<file path="src/inc/bsx_pkg.sv">
// Package for the bit, shift and flag execution unit.
`default_nettype none
package bsx_pkg;

    // Operation codes presented on the issue port.
    typedef enum logic [4:0] {
        BSX_OP_IDLE       = 5'h00,
        BSX_OP_PUSH       = 5'h01,
        BSX_OP_POP        = 5'h02,
        BSX_OP_IO_SET     = 5'h03,
        BSX_OP_IO_CLR     = 5'h04,
        BSX_OP_LSL        = 5'h05,
        BSX_OP_LSR        = 5'h06,
        BSX_OP_ROL        = 5'h07,
        BSX_OP_ROR        = 5'h08,
        BSX_OP_ASR        = 5'h09,
        BSX_OP_SWAP       = 5'h0a,
        BSX_OP_FLAG_SET   = 5'h0b,
        BSX_OP_FLAG_CLR   = 5'h0c,
        BSX_OP_BIT_TO_T   = 5'h0d,
        BSX_OP_T_TO_BIT   = 5'h0e,
        BSX_OP_SLEEP      = 5'h0f,
        BSX_OP_WDOG       = 5'h10,
        BSX_OP_BREAK      = 5'h11
    } bsx_op_type;

    // Status register bit positions.
    localparam int unsigned BSX_FLAG_C = 0;
    localparam int unsigned BSX_FLAG_Z = 1;
    localparam int unsigned BSX_FLAG_N = 2;
    localparam int unsigned BSX_FLAG_V = 3;
    localparam int unsigned BSX_FLAG_S = 4;
    localparam int unsigned BSX_FLAG_H = 5;
    localparam int unsigned BSX_FLAG_T = 6;
    localparam int unsigned BSX_FLAG_I = 7;

    localparam logic [7:0] BSX_STATUS_FLAGS_REGISTER_RST = 8'h00;
    localparam logic [7:0] BSX_DATA_RST = 8'h00;
    localparam logic [5:0] BSX_ADDR_RST = 6'h00;

    // Cycle counts of the two-cycle operations and the single ones.
    localparam logic [1:0] BSX_CYC_ONE = 2'h1;
    localparam logic [1:0] BSX_CYC_TWO = 2'h2;

    // Execution phases, Gray coded along idle, second, halt.
    typedef enum logic [1:0] {
        BSX_ST_IDLE   = 2'b00,
        BSX_ST_SECOND = 2'b01,
        BSX_ST_HALT   = 2'b11
    } bsx_state_type;

endpackage : bsx_pkg
`default_nettype wire

</file>
<file path="src/core/bsx_stack_mem.sv">
// Stack memory of the execution unit with a registered read port.
`timescale 1ns/100ps
`default_nettype none
module bsx_stack_mem #(
    parameter int unsigned WIDTH = 8,
    parameter int unsigned DEPTH = 64
) (
    input  wire logic                     i_sys_clk,  // Core clock.
    input  wire logic                     i_wr_en,    // Write strobe.
    input  wire logic [$clog2(DEPTH)-1:0] i_addr,     // Word address.
    input  wire logic [WIDTH-1:0]         i_wr_data,  // Write data.
    output logic      [WIDTH-1:0]         o_rd_data   // Registered read.
);
    initial begin
        if (DEPTH < 2 || WIDTH < 1) begin
            $error("bsx_stack_mem: unsupported geometry");
        end
    end

    logic [WIDTH-1:0] mem [DEPTH];

    // Memory arrays carry no reset so that they map onto block storage.
    always_ff @(posedge i_sys_clk) begin
        if (i_wr_en) begin
            mem[i_addr] <= i_wr_data;
        end
        o_rd_data <= mem[i_addr];
    end
endmodule // bsx_stack_mem
`default_nettype wire

</file>
<file path="src/core/bsx_exec_unit.sv">
// Execution unit for the bit, shift, stack and status flag operations.
//
// Summary of operation
// - Push takes two cycles, flags unchanged.
// - Pop takes two cycles, flags unchanged.
// - I/O bit set, two cycles, no flags.
// - I/O bit clear, two cycles, no flags.
// - Shift left, zero in, updates ZCNV.
// - Shift right, zero in, updates ZCNV.
// - Rotate left through carry, updates ZCNV.
// - Rotate right through carry, updates ZCNV.
// - Arithmetic right shift keeps sign, ZCNV.
// - Copy register bit into transfer flag.
// - Copy transfer flag into register bit.
// - Set or clear negative flag alone.
// - Set or clear overflow flag alone.
// - Set or clear half carry flag.
// - Set or clear global interrupt flag.
// - Set or clear signed test flag.
// - Sleep issues one cycle, pulses sleep request.
// - Watchdog restart pulses restart, one cycle.
// - Break only acts with debug enabled.
`timescale 1ns/100ps
`default_nettype none
module bsx_exec_unit
    import bsx_pkg::*;
#(
    parameter int unsigned STACK_DEPTH = 64
) (
    input  wire logic        i_sys_clk,    // Core clock, 40 MHz.
    input  wire logic        i_arst_n,     // Asynchronous reset, low.
    input  wire logic        i_issue,      // Operation issue strobe.
    input  wire bsx_op_type  i_op,         // Operation code.
    input  wire logic [7:0]  i_operand,    // Register or I/O byte.
    input  wire logic [2:0]  i_bit_sel,    // Bit or flag selector.
    input  wire logic        i_debug_en,   // On-chip debug active.
    output logic             o_busy,       // Two-cycle op or break halt in progress.
    output logic             o_done,       // Result valid pulse.
    output logic [7:0]       o_result,     // Result byte.
    output logic             o_result_wr,  // Result writes back.
    output logic [7:0]       o_status_flags_register,       // Status flags register.
    output logic [5:0]       o_stack_ptr,  // Stack pointer.
    output logic             o_sleep_req,  // Sleep request pulse.
    output logic             o_wdog_rst,   // Watchdog restart pulse.
    output logic             o_break_req   // Debug break pulse.
);
    localparam int unsigned AW = $clog2(STACK_DEPTH);

    initial begin
        if (AW != 6) begin
            $error("bsx_exec_unit: STACK_DEPTH must be 64");
        end
    end

    typedef struct packed {
        bsx_state_type st;
        bsx_op_type    op;
        logic [7:0]    hold;
        logic          busy;
        logic          done;
        logic [7:0]    result;
        logic          result_wr;
        logic [7:0]    status_flags_register;
        logic [5:0]    sp;
        logic          sleep_req;
        logic          wdog_rst;
        logic          break_req;
    } bsx_regs_type;

    bsx_regs_type r_q;
    bsx_regs_type r_d;

    logic       mem_wr;
    logic [5:0] mem_addr;
    logic [7:0] mem_rd;

    // Flags of a shift: Z, N from result, C = bit shifted out, V = N xor C, S = N xor V.
    function automatic logic [7:0] shift_flags(input logic [7:0] status_flags_register,
                                               input logic [7:0] res,
                                               input logic       cout);
        logic [7:0] f;
        f = status_flags_register;
        f[BSX_FLAG_Z] = (res == 8'h00);
        f[BSX_FLAG_C] = cout;
        f[BSX_FLAG_N] = res[7];
        f[BSX_FLAG_V] = res[7] ^ cout;
        f[BSX_FLAG_S] = cout;
        return f;
    endfunction

    // Pop reads one below the pointer; push writes at the pointer.
    always_comb begin
        mem_wr   = 1'b0;
        mem_addr = r_q.sp;
        if (i_issue && !r_q.busy && i_op == BSX_OP_PUSH) begin
            mem_wr = 1'b1;
        end else if (i_issue && !r_q.busy && i_op == BSX_OP_POP) begin
            mem_addr = r_q.sp - 6'h01;
        end
    end

    bsx_stack_mem #(
        .WIDTH (8),
        .DEPTH (STACK_DEPTH)
    ) u_stack (
        .i_sys_clk (i_sys_clk),
        .i_wr_en   (mem_wr),
        .i_addr    (mem_addr),
        .i_wr_data (i_operand),
        .o_rd_data (mem_rd)
    );

    always_comb begin
        logic [7:0] res;
        res = 8'h00;
        r_d = r_q;
        r_d.done      = 1'b0;
        r_d.result_wr = 1'b0;
        r_d.sleep_req = 1'b0;
        r_d.wdog_rst  = 1'b0;
        r_d.break_req = 1'b0;
        unique case (r_q.st)
            BSX_ST_IDLE: begin
                if (i_issue) begin
                    r_d.op   = i_op;
                    r_d.hold = i_operand;
                    unique case (i_op)
                        BSX_OP_PUSH: begin
                            r_d.sp   = r_q.sp + 6'h01;
                            r_d.busy = 1'b1;
                            r_d.st   = BSX_ST_SECOND;
                        end
                        BSX_OP_POP: begin
                            r_d.sp   = r_q.sp - 6'h01;
                            r_d.busy = 1'b1;
                            r_d.st   = BSX_ST_SECOND;
                        end
                        BSX_OP_IO_SET, BSX_OP_IO_CLR: begin
                            // Read-modify-write of the I/O byte spans two
                            // cycles; flags are left alone.
                            r_d.busy = 1'b1;
                            r_d.st   = BSX_ST_SECOND;
                        end
                        BSX_OP_LSL: begin
                            res = {i_operand[6:0], 1'b0};
                            r_d.status_flags_register = shift_flags(r_q.status_flags_register, res,
                                                   i_operand[7]);
                            r_d.result_wr = 1'b1;
                        end
                        BSX_OP_LSR: begin
                            res = {1'b0, i_operand[7:1]};
                            r_d.status_flags_register = shift_flags(r_q.status_flags_register, res,
                                                   i_operand[0]);
                            r_d.result_wr = 1'b1;
                        end
                        BSX_OP_ROL: begin
                            res = {i_operand[6:0],
                                   r_q.status_flags_register[BSX_FLAG_C]};
                            r_d.status_flags_register = shift_flags(r_q.status_flags_register, res,
                                                   i_operand[7]);
                            r_d.result_wr = 1'b1;
                        end
                        BSX_OP_ROR: begin
                            res = {r_q.status_flags_register[BSX_FLAG_C],
                                   i_operand[7:1]};
                            r_d.status_flags_register = shift_flags(r_q.status_flags_register, res,
                                                   i_operand[0]);
                            r_d.result_wr = 1'b1;
                        end
                        BSX_OP_ASR: begin
                            res = {i_operand[7], i_operand[7:1]};
                            r_d.status_flags_register = shift_flags(r_q.status_flags_register, res,
                                                   i_operand[0]);
                            r_d.result_wr = 1'b1;
                        end
                        BSX_OP_SWAP: begin
                            res = {i_operand[3:0], i_operand[7:4]};
                            r_d.result_wr = 1'b1;
                        end
                        BSX_OP_FLAG_SET: begin
                            // Selector reaches N, V, H, I, S, C, Z, T.
                            r_d.status_flags_register[i_bit_sel] = 1'b1;
                        end
                        BSX_OP_FLAG_CLR: begin
                            r_d.status_flags_register[i_bit_sel] = 1'b0;
                        end
                        BSX_OP_BIT_TO_T: begin
                            r_d.status_flags_register[BSX_FLAG_T] =
                                i_operand[i_bit_sel];
                        end
                        BSX_OP_T_TO_BIT: begin
                            res = i_operand;
                            res[i_bit_sel] = r_q.status_flags_register[BSX_FLAG_T];
                            r_d.result_wr = 1'b1;
                        end
                        BSX_OP_SLEEP: begin
                            r_d.sleep_req = 1'b1;
                        end
                        BSX_OP_WDOG: begin
                            r_d.wdog_rst = 1'b1;
                        end
                        BSX_OP_BREAK: begin
                            // Without debug the break is a plain idle cycle.
                            if (i_debug_en) begin
                                r_d.break_req = 1'b1;
                                r_d.busy      = 1'b1;
                                r_d.st        = BSX_ST_HALT;
                            end
                        end
                        default: begin
                            res = 8'h00;
                        end
                    endcase
                    r_d.result = res;
                    if (r_d.st == BSX_ST_IDLE) begin
                        r_d.done = 1'b1;
                    end
                end
            end
            BSX_ST_SECOND: begin
                unique case (r_q.op)
                    BSX_OP_POP: begin
                        r_d.result    = mem_rd;
                        r_d.result_wr = 1'b1;
                    end
                    BSX_OP_IO_SET: begin
                        r_d.result = r_q.hold;
                        r_d.result[i_bit_sel] = 1'b1;
                        r_d.result_wr = 1'b1;
                    end
                    BSX_OP_IO_CLR: begin
                        r_d.result = r_q.hold;
                        r_d.result[i_bit_sel] = 1'b0;
                        r_d.result_wr = 1'b1;
                    end
                    default: begin
                        r_d.result = r_q.hold;
                    end
                endcase
                r_d.done = 1'b1;
                r_d.busy = 1'b0;
                r_d.st   = BSX_ST_IDLE;
            end
            BSX_ST_HALT: begin
                // Break holds the unit until the debugger drops its enable,
                // so its length is set by the debugger, not by this unit.
                if (!i_debug_en) begin
                    r_d.busy = 1'b0;
                    r_d.done = 1'b1;
                    r_d.st   = BSX_ST_IDLE;
                end
            end
            default: begin
                r_d.st   = BSX_ST_IDLE;
                r_d.busy = 1'b0;
            end
        endcase
    end

    always_ff @(posedge i_sys_clk or negedge i_arst_n) begin
        if (!i_arst_n) begin
            r_q <= '{st: BSX_ST_IDLE, op: BSX_OP_IDLE, hold: BSX_DATA_RST,
                     busy: 1'b0, done: 1'b0, result: BSX_DATA_RST,
                     result_wr: 1'b0, status_flags_register: BSX_STATUS_FLAGS_REGISTER_RST, sp: BSX_ADDR_RST,
                     sleep_req: 1'b0, wdog_rst: 1'b0, break_req: 1'b0};
        end else begin
            r_q <= r_d;
        end
    end

    assign o_busy      = r_q.busy;
    assign o_done      = r_q.done;
    assign o_result    = r_q.result;
    assign o_result_wr = r_q.result_wr;
    assign o_status_flags_register      = r_q.status_flags_register;
    assign o_stack_ptr = r_q.sp;
    assign o_sleep_req = r_q.sleep_req;
    assign o_wdog_rst  = r_q.wdog_rst;
    assign o_break_req = r_q.break_req;
endmodule // bsx_exec_unit
`default_nettype wire

</file>
<file path="config.mk">
export PLATFORM = sky130hd
export DESIGN_NAME = bsx_exec_unit
export DESIGN_NICKNAME = d
export VERILOG_FILES = /design/src/inc/bsx_pkg.sv /design/src/core/bsx_stack_mem.sv /design/src/core/bsx_exec_unit.sv
export SDC_FILE = /design/constraint.sdc
export NUM_CORES = 1
export LEC_CHECK = 0
export ABC_AREA = 1
export ABC_CLOCK_PERIOD_IN_PS = 5300
export BUFFER_PORTS_ARGS = -buffer_cell sky130_fd_sc_hd__buf_2
export CORE_MARGIN = 2
export CORE_UTILIZATION = 35
export DETAILED_ROUTE_END_ITERATION = 8
export PLACE_DENSITY = 0.52
export SYNTH_ARGS = -nofsm -noshare
export SYNTH_HDL_FRONTEND = slang
export SYNTH_SLANG_ARGS = --single-unit
</file>
<file path="constraint.sdc">
create_clock -name i_sys_clk -period 5.3 [get_ports i_sys_clk]
set_clock_uncertainty 0.2 [all_clocks]
set_input_delay 0.795 -clock i_sys_clk [delete_from_list [all_inputs] [get_ports i_sys_clk]]
set_output_delay 0.795 -clock i_sys_clk [all_outputs]
set_load 0.005 [all_outputs]
</file>
==> results.py <==
metrics = {
    "grt": {
        "grt-ovfl-total": 0,
        "antenna_found_initial": 1,
        "grt_pass1_vias": 17130,
        "grt_max_degree": 123,
        "track_usage_pct": 18.22,
        "grt_pass1_wl_um": 104900,
    },
    "sta": {
        "fin_tns_setup_ns": 0,
        "grt_setup_unrepaired": "no",
        "period_needed_ns": 4.154,
        "slew_viol_final": 0,
        "final_hold_viol_count": 0,
        "worst_slew_pin_slew_ns": 1.009,
        "finalCritPeriodShare_pct": 78.38,
        "fmax_mhz": 240.7,
        "setup_violations": 0,
        "slew-limit-headroom_pct": 32.72,
    },
    "power_and_ir_drop": {
        "p_leak_nw": 12.60,
        "max-vdd-ir-drop_mv": 0.3276,
        "pwr_density_cell_nw_per_um2": 431.3,
    },
    "drt": {
        "vias": 17750,
        "wl_um": 68420,
        "via_per_inst": 4.770,
        "drt_iter0_drc": 1483,
        "ant_nets": 0,
        "drc": 0,
        "detail_route.wl_per_cell_um": 18.39,
        "drt-pass1-iter-count": 5,
    },
    "final_layout": {
        "syn_to_final_growth_pct": 11.00,
        "final_cells": 3721,
        "final_area_um2": 28660,
        "drive_gt1_share_pct": 7.169,
        "fillers": 7120,
        "layout_common_cells": "nand2_1 (762), inv_1 (580), edfxtp_1 (512), nand3_1 (291), nor2_1 (120)",
        "regArea_um2": 16610,
        "n_antenna_cell": 0,
        "num-nets-final": 2741,
        "multi_input_area_um2": 6264,
        "layout_commonest_cell": "nand2_1",
    },
    "clock_tree": {
        "root_buffer": "clkbuf_16",
        "ctsHoldBuffers": 0,
        "cts.sinks": 563,
        "cts.reportedPaths.clkPinSlew_ns": 0.06,
        "cts_resized": 0,
        "clock_latency_ns": 0.64,
        "clk_path_buf_depth": 3,
        "htree_levels": 2,
        "postCtsSetupBuffers": 0,
        "numCtsBuffers": 60,
        "cts_tree": "built",
    },
    "synth": {
        "yosysSeqAreaShare_pct": 64.33,
        "synth_cells": 2691,
        "synth_fp_nets": 2713,
        "ys.flop_type": "edfxtp_1",
        "synth-edff-count": 512,
        "syn_area_um2": 25820,
        "synthArstFlopShare_pct": 7.638,
        "yosys_register_bits": 563,
        "ys_warn_count": 0,
        "syn_area_per_cell_um2": 9.596,
        "synth_cell_types": 43,
    },
    "die": {
        "row_count": 99,
        "initial_utilization_pct": 35.39,
        "io_pins": 48,
        "die_x_um": 275.6,
        "die_h_um": 275.6,
        "core-area_um2": 72960,
        "dieArea_um2": 75970,
    },
    "critical_path": {
        "critical_path_class": "reg2reg",
        "reg2reg_depth": 9,
        "start_kind": "flip-flop",
        "end_kind": "flip-flop",
        "critPathArrivalTime_ns": 4.20,
        "timing.rr.start": "o_stack_ptr[0]",
        "reg2reg_slack_ns": 1.15,
        "cp_max_fo": 27,
        "crit_path_start": "o_stack_ptr[0]",
        "r2r-end": "u_stack.mem[28][5]",
        "cp.required_ns": 5.35,
    },
    "run": {
        "maxCapViolCount": 0,
    },
    "placement": {
        "dp_cells": 3616,
        "dpl_cell_area_um2": 26800,
        "post-dp-hpwl_um": 42940,
        "gp_congestion": 0.8683,
        "port_buffers": 47,
    },
    "worst_hold_path": {
        "hold_class": "in2async",
    },
    "run_status": {
        "outcome": "finished, final reports clean",
    },
}
[critical path: stages (launching register included)]
cell	delay, ns
dfrtp_1	0.53
inv_1	0.17
ha_1	0.28
xor2_1	0.21
nand3_1	0.11
nand2_1	0.15
nand2_1	0.08
inv_2	0.44
nand2_1	0.75
nor2_1	0.83
[cells in the mapped netlist, types with 2 or more instances]
library cell	number	area, µm²
dfrtp_1	43	1076
o21ai_1	57	285.3
buf_4	55	412.9
ha_1	2	25.02
nand3_1	291	1456
a22oi_1	4	30.03
a31oi_1	7	43.79
dfxtp_1	8	160.2
nor2_4	3	33.78
o2111ai_1	2	17.52
nor2_1	122	457.9
xor2_1	7	61.31
inv_1	580	2177
nor3_1	10	50.05
nand4_1	14	87.58
buf_2	35	175.2
nand2_1	762	2860
o221ai_1	4	35.03
a21oi_1	29	145.1
o21bai_1	2	15.01
o22ai_1	3	18.77
nand3_2	2	20.02
edfxtp_1	512	15370
clkbuf_1	14	52.55
inv_2	10	37.54
o21ai_0	70	350.3
o211ai_1	5	37.54
o32ai_1	2	17.52
nand2_2	2	12.51
xnor2_1	3	26.28
buf_6	12	135.1
nor2_2	8	50.05
[worst max-delay path by stage]
| stage | to |
|---|---|
| after floorplan | u_stack.mem[10][0] |
| after global placement | u_stack.mem[28][4] |
| after detailed placement | u_stack.mem[28][1] |
| after CTS | u_stack.mem[28][5] |
| after global routing | u_stack.mem[20][6] |
| final | u_stack.mem[28][5] |
[routing by layer]
metal / routed length, µm / share of wire, % / track usage, %
met5: 0 / 0 / 0
met4: 1837 / 2.7 / 5.619
met3: 3219 / 4.7 / 2.288
met2: 32420 / 47 / 30.40
met1: 30940 / 45 / 24.78
[layout make-up]
type                    instances  area share, %
flip-flops and latches        563          57.95
multi-input cells            1422          21.85
inverters                     590          7.726
clock buffers                  75          5.648
well taps                     959          4.186
repair buffers                 82          1.781
clock inverters                30         0.8556
[flip-flops by register name, summed over array words and instances, names as in the netlist, named ones only]
register	count
o_sleep_req	1
o_result_wr	1
u_stack.o_rd_data	8
r_q	15
o_result	8
o_stack_ptr	6
o_done	1
o_wdog_rst	1
o_status_flags_register	7
o_busy	1
o_break_req	1
u_stack.mem	512
[per-stage QoR]
step | setup WS, ns | hold slack, ns | power, W | util [%]
6_report | 1.146 | 0.1344 | 0.01236 | 39.29
4_1_cts | 1.234 | 0.1667 | 0.01246 | 39.29
3_3_place_gp | 0.9911 | 0.2672 | 0.008405 | 36.73
2_1_floorplan | 2.241 | 0.2542 | 0.007415 | -
5_1_grt | 0.9814 | 0.2167 | 0.01298 | 39.29
3_5_place_dp | 0.9377 | 0.2778 | 0.008421 | 36.73
[logic make-up after synthesis]
| group | share of synthesized area, % |
|---|---|
| compound gates | 4.012 |
| simple gates | 19.60 |
| xor+xnor | 0.3392 |
| flops | 64.33 |
| fa+ha+maj | 0.09689 |
| mux | 0.04361 |
| buf+inv | 11.58 |
[power by group]
part           switching, W  internal, W  leakage (nW)
logic               0.00249     0.000813          6.48
registers         0.0000812      0.00493          5.21
clock network       0.00175      0.00229         0.906
total               0.00432      0.00804          12.6
(Power assumes the default switching activity.)
